$ cat config.mk
export PLATFORM = sky130hd
export DESIGN_NAME = ptr_reader_ctl
export DESIGN_NICKNAME = d
export VERILOG_FILES = /design/src/rtl/ptr_pkg.sv /design/src/rtl/ptr_reader_ctl.sv /design/src/rtl/ptr_sync.sv
export VERILOG_INCLUDE_DIRS = /design/src /design/src/rtl
export SDC_FILE = /design/constraint.sdc
export NUM_CORES = 1
export LEC_CHECK = 0
export BUFFER_PORTS_ARGS = -buffer_cell sky130_fd_sc_hd__buf_4
export CAP_MARGIN = 20
export CORE_MARGIN = 8
export CORE_UTILIZATION = 45
export DETAILED_ROUTE_END_ITERATION = 10
export GPL_TIMING_DRIVEN = 1
export PLACE_DENSITY = 0.68
export SLEW_MARGIN = 10
export SYNTH_ARGS = -nofsm -noshare
export SYNTH_HDL_FRONTEND = slang
export SYNTH_SLANG_ARGS = --single-unit
$ cat constraint.sdc
create_clock -name mclk_i -period 7.3 [get_ports mclk_i]
set_input_delay 0.365 -clock mclk_i [delete_from_list [all_inputs] [get_ports mclk_i]]
set_output_delay 0.365 -clock mclk_i [all_outputs]
set_load 0.03 [all_outputs]
$ cat src/rtl/ptr_map.svh
/*
  constants for the paper tape reader input control: command stage
  positions, frame width and timing counts.
  assumes a 10 mhz mclk_i; times are given in microseconds.
*/
// How it works
// frame bits land together in low buffer stages
// delivery only sets stages, never clears them
// host reads once per delivered frame
// commands act only with select stage set
// start bit alone means free run
// stop halts after next sensed frame
// step delivers exactly one frame, then stops
// free run spaces frames 4.3 to 5 ms
// read copies buffer to exchange, then clears
// early read waits in lockout for frame
// frame onto unread buffer raises io fault
// host stops early to pick last frame
// host reads final frame after stop
// late stop extra frame faults and halts
// stop hold-off of 3 ms defers restart
// start adds about 1 ms delay
// host reads after each step command
// frame before read cancels pending lockout
// unselected command leaves reader state unchanged
`ifndef PTR_MAP_SVH
`define PTR_MAP_SVH
`define PTR_CMD_WIDTH 36
`define PTR_SEL_BIT 33
`define PTR_START_BIT 16
`define PTR_STOP_BIT 15
`define PTR_FRAME_BITS 7
`define PTR_CLK_KHZ 10000
`define PTR_FRAME_US 4300
`define PTR_HOLD_US 3000
`define PTR_START_US 1000
`define PTR_FRAME_CYC ((`PTR_FRAME_US * `PTR_CLK_KHZ + 999) / 1000)
`define PTR_HOLD_CYC ((`PTR_HOLD_US * `PTR_CLK_KHZ + 999) / 1000)
`define PTR_START_CYC ((`PTR_START_US * `PTR_CLK_KHZ + 999) / 1000)
`endif

$ cat src/rtl/ptr_pkg.sv
/*
  types for the paper tape reader input control.
  assumes ptr_map.svh for widths.
*/
`include "ptr_map.svh"
package ptr_pkg;
  typedef enum logic [2:0] {
    PTR_IDLE, PTR_HOLD, PTR_SPINUP, PTR_RUN, PTR_LAST
  } ptr_state_e;
  typedef struct packed {
    logic sel;
    logic start;
    logic stop;
  } ptr_cmd_s;
  typedef logic [`PTR_FRAME_BITS-1:0] ptr_frame_t;
endpackage

$ cat src/rtl/ptr_reader_ctl.sv
/*
  paper tape reader input control: decodes commands, drives the reader
  motor, captures frames into the input buffer register, serves external
  reads with lockout, and flags overrun faults.
  assumes the photocell frame and its strobe arrive from pins; command
  and read requests come from logic on mclk_i.
*/
`timescale 1ns/10ps
`default_nettype none
`include "ptr_map.svh"
module ptr_reader_ctl
  import ptr_pkg::*;
#(
  parameter int FRAME_BITS = `PTR_FRAME_BITS,
  parameter int FRAME_CYC = `PTR_FRAME_CYC,
  parameter int HOLD_CYC = `PTR_HOLD_CYC,
  parameter int START_CYC = `PTR_START_CYC
) (
  input wire logic mclk_i,
  input wire logic reset_i,
  input wire logic clk_en_i,
  input wire logic cmd_valid_i,
  input wire logic [`PTR_CMD_WIDTH-1:0] cmd_word_i,
  input wire logic read_req_i,
  input wire logic [FRAME_BITS-1:0] frame_i,
  input wire logic frame_strobe_i,
  input wire logic fault_clear_i,
  output logic motor_on_o,
  output logic [FRAME_BITS-1:0] input_buffer_register_o,
  output logic [FRAME_BITS-1:0] exchange_o,
  output logic read_done_o,
  output logic lockout_o,
  output logic io_fault_o,
  output logic halt_o
);
  localparam int CW = 17;
  // refuse parameter values the logic cannot serve
  if (FRAME_BITS < 6 || FRAME_BITS > 7) begin : g_bad_frame
    $error("frame must be 6 or 7");
  end
  if (FRAME_CYC < 1 || HOLD_CYC < 1 || START_CYC < 1) begin : g_bad_count
    $error("bad count");
  end
  if (FRAME_CYC >= 2**CW || HOLD_CYC >= 2**CW ||
      START_CYC >= 2**CW) begin : g_wide_count
    $error("count too wide");
  end

  // pin inputs through two flops; strobe edge taken after sync
  logic [FRAME_BITS:0] pin_s;
  ptr_sync #(.W(FRAME_BITS + 1)) u_sync (
    .mclk_i(mclk_i),
    .reset_i(reset_i),
    .en_i(clk_en_i),
    .d_i({frame_strobe_i, frame_i}),
    .q_o(pin_s)
  );

  ptr_cmd_s cmd;
  logic cmd_sel;
  logic strobe_s;
  logic strobe_last_q;
  logic strobe_last_d;
  logic frame_ev;
  ptr_state_e state_q;
  ptr_state_e state_d;
  logic [CW-1:0] cnt_q;
  logic [CW-1:0] cnt_d;
  logic step_q;
  logic step_d;
  logic pend_start_q;
  logic pend_start_d;
  logic pend_step_q;
  logic pend_step_d;
  logic [FRAME_BITS-1:0] buf_q;
  logic [FRAME_BITS-1:0] buf_d;
  logic full_q;
  logic full_d;
  logic [FRAME_BITS-1:0] xch_q;
  logic [FRAME_BITS-1:0] xch_d;
  logic wait_q;
  logic wait_d;
  logic done_q;
  logic done_d;
  logic fault_q;
  logic fault_d;
  logic deliver;

  // command fields; select gates every action
  assign cmd.sel = cmd_word_i[`PTR_SEL_BIT];
  assign cmd.start = cmd_word_i[`PTR_START_BIT];
  assign cmd.stop = cmd_word_i[`PTR_STOP_BIT];
  assign cmd_sel = cmd_valid_i && cmd.sel;
  assign strobe_s = pin_s[FRAME_BITS];
  assign frame_ev = strobe_s && !strobe_last_q;
  // frames reach the buffer only while the motor turns
  assign deliver = frame_ev && (state_q == PTR_RUN || state_q == PTR_LAST);

  // reader sequencing: hold-off, spin-up, run, last frame
  always_comb begin
    state_d = state_q;
    cnt_d = cnt_q;
    step_d = step_q;
    pend_start_d = pend_start_q;
    pend_step_d = pend_step_q;
    strobe_last_d = strobe_s;
    if (cnt_q != '0) cnt_d = cnt_q - 1'b1;
    unique case (state_q)
      PTR_IDLE: begin
        if (cmd_sel && cmd.start) begin
          state_d = PTR_SPINUP; // start delay
          cnt_d = CW'(START_CYC);
          step_d = cmd.stop; // both bits mean step
        end
      end
      PTR_HOLD: begin
        if (cmd_sel && cmd.start) begin
          pend_start_d = 1'b1; // deferred restart
          pend_step_d = cmd.stop;
        end
        if (cnt_q == '0 && pend_start_q) begin
          state_d = PTR_SPINUP;
          cnt_d = CW'(START_CYC);
          step_d = pend_step_q;
          pend_start_d = 1'b0;
        end else if (cnt_q == '0) begin
          state_d = PTR_IDLE;
        end
      end
      PTR_SPINUP: begin
        if (cmd_sel && cmd.stop && !cmd.start) step_d = 1'b1;
        if (cnt_q == '0) begin
          // step and pending stop both take one more frame
          state_d = step_q ? PTR_LAST : PTR_RUN; // free run
          cnt_d = CW'(FRAME_CYC);
        end
      end
      PTR_RUN: begin
        if (cmd_sel && cmd.stop && !cmd.start) begin
          state_d = PTR_LAST; // halt after next sensed frame
        end
      end
      PTR_LAST: begin
        if (deliver) begin
          state_d = PTR_HOLD; // stop hold-off
          cnt_d = CW'(HOLD_CYC);
          pend_start_d = 1'b0;
        end
      end
    endcase
  end

  // buffer, exchange, lockout and fault
  always_comb begin
    buf_d = buf_q;
    full_d = full_q;
    xch_d = xch_q;
    wait_d = wait_q;
    done_d = 1'b0;
    fault_d = fault_q;
    if (fault_clear_i) fault_d = 1'b0;
    if (read_req_i && !wait_q && full_q) begin
      xch_d = buf_q; // copy first, then clear
      buf_d = '0;
      full_d = 1'b0;
      done_d = 1'b1;
    end else if (read_req_i && !wait_q) begin
      wait_d = 1'b1; // lockout until frame arrives
    end
    if (deliver) begin
      // only punched levels set stages
      buf_d = buf_d | pin_s[FRAME_BITS-1:0];
      full_d = 1'b1; // frame cancels pending lockout
      // a waiting read takes the old frame this cycle: no overrun
      if (full_q && !done_d && !wait_q) begin
        fault_d = 1'b1; // overrun; set beats clear
      end
    end
    if (wait_q && full_q) begin
      xch_d = buf_q; // resume waiting read
      buf_d = deliver ? pin_s[FRAME_BITS-1:0] : '0;
      full_d = deliver;
      wait_d = 1'b0;
      done_d = 1'b1;
    end
  end

  // register all state; clock enable freezes it
  always_ff @(posedge mclk_i or posedge reset_i) begin
    if (reset_i) begin
      state_q <= PTR_IDLE;
      cnt_q <= '0;
      step_q <= 1'b0;
      pend_start_q <= 1'b0;
      pend_step_q <= 1'b0;
      strobe_last_q <= 1'b0;
      buf_q <= '0;
      full_q <= 1'b0;
      xch_q <= '0;
      wait_q <= 1'b0;
      done_q <= 1'b0;
      fault_q <= 1'b0;
    end else if (clk_en_i) begin
      state_q <= state_d;
      cnt_q <= cnt_d;
      step_q <= step_d;
      pend_start_q <= pend_start_d;
      pend_step_q <= pend_step_d;
      strobe_last_q <= strobe_last_d;
      buf_q <= buf_d;
      full_q <= full_d;
      xch_q <= xch_d;
      wait_q <= wait_d;
      done_q <= done_d;
      fault_q <= fault_d;
    end
  end

  // outputs straight from flops; frame pacing is the mechanism's
  logic motor_q;
  always_ff @(posedge mclk_i or posedge reset_i) begin
    if (reset_i) begin
      motor_q <= 1'b0;
    end else if (clk_en_i) begin
      motor_q <= (state_d == PTR_SPINUP || state_d == PTR_RUN ||
                  state_d == PTR_LAST);
    end
  end
  assign motor_on_o = motor_q;
  assign input_buffer_register_o = buf_q;
  assign exchange_o = xch_q;
  assign read_done_o = done_q;
  assign lockout_o = wait_q;
  assign io_fault_o = fault_q;
  assign halt_o = fault_q;
endmodule
`default_nettype wire

$ cat src/rtl/ptr_sync.sv
/*
  two-flop synchroniser for pin-level inputs of the reader control.
  assumes a single clock; en_i freezes state.
*/
`timescale 1ns/10ps
`default_nettype none
module ptr_sync #(
  parameter int W = 8
) (
  input wire logic mclk_i,
  input wire logic reset_i,
  input wire logic en_i,
  input wire logic [W-1:0] d_i,
  output logic [W-1:0] q_o
);
  logic [W-1:0] s1_q;
  logic [W-1:0] s1_d;
  logic [W-1:0] s2_q;
  logic [W-1:0] s2_d;
  // hold both stages while disabled
  always_comb begin
    s1_d = en_i ? d_i : s1_q;
    s2_d = en_i ? s1_q : s2_q;
  end
  // register the two stages
  always_ff @(posedge mclk_i or posedge reset_i) begin
    if (reset_i) begin
      s1_q <= '0;
      s2_q <= '0;
    end else begin
      s1_q <= s1_d;
      s2_q <= s2_d;
    end
  end
  assign q_o = s2_q;
endmodule
`default_nettype wire

==> flow_summary.yaml <==
clocking:
  cts_buffers: 9
  root_buffer: "clkbuf_8"
  ctsResizeCount: 0
  clk_pin_slew_ns: 0.07
  cts_hold_buffers: 0
  postCtsSetupBuffers: 0
  cts_htree_levels: 3
  clockBufferDepth: 2
  cts_tree: "yes"
  clk_latency_ns: 0.34
  cts.sinks: 59
synthesis:
  synth_area_leaders: "dfrtp_1, mux2_2, a22o_1, a21oi_1, nor3_1"
  synthAdderAreaFrac_pct: 1.21
  synth_edf_count: 0
  ys_async_sr_fraction_pct: 100
  synth_top_family_by_area: "simple AND/OR/NAND/NOR gates"
  synth_flop_cell: "dfrtp_1"
  synth-seq-cells: 59
  ys.warnings.count: 0
  synth_compound_area_share_pct: 17.5
  synth_common_cells: "dfrtp_1, mux2_2, nor2_1, clkbuf_1"
  yosysSeqAreaShare_pct: 47.5
  synth_top_cell_area_share_pct: 47.5
  avgSynthCellArea_um2: 10.6
  synth_area_leader_cell: "dfrtp_1"
  syn_area_mm2: 0.00311
  synth_most_common_cell: "dfrtp_1"
  synth_nets: 346
  syn-instance-count: 293
  yosysUniqueCellTypes: 60
  yosys.area_share.simple_pct: 17.7
  muxShareOfSynthArea_pct: 10.7
  synth_xor_xnor_area_share_pct: 1.41
final_layout:
  fillerInstances: 611
  regArea_mm2: 0.00148
  areaGrowthSynthToFinish_pct: 16.9
  diodes: 0
  drive_gt1_share_pct: 27.7
  multi_input_area_mm2: 0.00151
  nets: 377
  finish.utilization_pct: 53.8
detailed_routing:
  first_iter_violations: 284
  wl_per_cell_um: 17.5
  ant_nets: 0
  wirelength_um: 7180
  dr.pass1.iters: 4
  vias_per_cell: 6.08
  vias: 2485
  drc_errors: 0
global_route:
  antenna_found_initial: 0
  grt.total_usage_pct: 15.6
  grt_max_degree: 60
  grt-ovfl-total: 0
  grt_pass1_wl_um: 12300
  grt_pass1_vias: 2483
pwr:
  ir_drop_mv: 0.262
  p_leak_nw: 1.59
  power.density_mw_per_mm2: 375
floorplan:
  top_level_ports: 69
  die_h_um: 99.1
  die_area_mm2: 0.00982
  core_mm2: 0.00676
  die_width_um: 99.1
  start_util_pct: 46.0
  row_count: 30
setup_path:
  critical_path.startpoint_type: "flip-flop"
  arrival_ns: 3.37
  critPathCaptureType: "flip-flop"
  cp.depth: 8
  reg2regPathDepth: 8
  reg2reg_from: "cnt_q[0]"
  slowest_stage: "nor4_4"
  crit_family: "simple AND/OR/NAND/NOR gates"
  cp-startpoint: "cnt_q[0]"
  critPathBufInv: 2
  worstPathCellList: "inv_1 > ha_1 > or4b_1 > nor4_4 > inv_2 > nor3_2 > o31ai_1 > a221o_1"
  r2r_slack_ns: 4.15
  path_class: "flip-flop to flip-flop"
  slowest_delay_ns: 0.60
  cp_max_fo: 14
  cp.required_ns: 7.53
timing:
  worstMarginPinSlew_ns: 0.913
  slew_viol_final: 0
  max_freq_ghz: 0.318
  finalSetupViolations: 0
  skew_ns: 0.00548
  fin_crit_sh_pct: 43.1
  fin_tns_setup_ns: 0
  timing.final.crit_period_ns: 3.15
  slew_headroom_pct: 39.0
  hold_violations: 0
  rsz0062_at_grt: "no"
placed_design:
  place_congestion: 0.825
  hpwl_um: 4820
  numPortBuffers: 35
min_path:
  hp-class: "input port to async pin"
run_status:
  status: "finished clean"
flow_run:
  maxCapViolations: 0
## state kept, by name, indices dropped and copies added (netlist names)
signal / cells
cnt_q: 17
u_sync.q_o: 8
u_sync.s1_q: 8
exchange_o: 7
input_buffer_register_o: 7
state_q: 3
full_q: 1
halt_o: 1
lockout_o: 1
motor_on_o: 1
pend_start_q: 1
pend_step_q: 1
read_done_o: 1
step_q: 1
strobe_last_q: 1
## final timing paths
path | end
max | cnt_q[12]
min | read_done_o
max reg2reg | cnt_q[12]
min reg2reg | input_buffer_register_o[5]
max in group asynchronous | cnt_q[13]
min in group mclk_i | u_sync.s1_q[0]
## cells by family (layout without fill, tap and decap cells)
logic type | Yosys count | in the layout
adder cells (fa/ha/maj) | 3 | 3
buffers and inverters | 29 | 65
multiplexers | 30 | 30
AND/OR/NAND/NOR | 92 | 92
XOR/XNOR | 5 | 5
AO/OA/AOI/OAI | 75 | 75
flip-flops | 59 | 59
## worst reg2reg max path: stages, from the launching register on
cell	delay [ns]
dfrtp_1	0.37
inv_1	0.17
ha_1	0.18
or4b_1	0.56
nor4_4	0.60
inv_2	0.32
nor3_2	0.38
o31ai_1	0.13
a221o_1	0.32
## cell usage in the layout, fill, tap and decap left out, types with 3 or more instances in the layout
cell        n
a21o_1      3
mux2_2     25
a31oi_1     5
nor3_1     12
inv_1       9
nand3_1    11
o31ai_1     6
mux2i_1     4
and2_1      4
xor2_1      3
or3_1       6
nand2b_1    3
a21oi_1    12
nor4_1      4
ha_1        3
clkbuf_8    9
dfrtp_1    59
a22o_1      8
o211ai_1    5
a32oi_1     4
buf_4      37
o21ai_0    10
o2bb2ai_1   4
nor2_1     16
a22oi_1     5
nand2_1    12
## per-layer routing
layer	up-vias	GRT usage (%)	share of wire (%)
li1	1167	-	-
met2	68	23.9	47
met4	0	5.82	1.3
met5	-	0	0
met3	8	6.08	6.8
met1	1242	19.4	45
## metrics by stage
| step | area (um^2) | instances | setup WS, ns | hold slack [ns] | total power [mW] |
|---|---|---|---|---|---|
| detailed placement | 3410 | 393 | 4.18 | 0.478 | 1.03 |
| CTS | 3630 | 409 | 4.15 | 0.235 | 1.37 |
| floorplan | 3110 | 293 | 5.00 | 0.462 | 0.868 |
| global placement | 3410 | 393 | 4.20 | 0.471 | 1.02 |
| global route | 3630 | 409 | 3.95 | 0.237 | 1.44 |
| finish | 3630 | 409 | 4.15 | 0.246 | 1.36 |
## where the power goes
part,switching [mW],total [mW],internal [mW]
registers,0.112,0.538,0.426
logic,0.277,0.487,0.209
clock network,0.142,0.337,0.194
total,0.531,1.36,0.830
## layout make-up
class | instances | share of cell area, %
clock buffer | 9 | 3.41
timing repair buffer | 37 | 7.64
multi-input combinational | 205 | 41.5
clock inverter | 7 | 2.79
sequential | 59 | 40.6
inverter | 12 | 1.24
tap | 80 | 2.75
No activity file was read; power rests on OpenSTA's default activity.
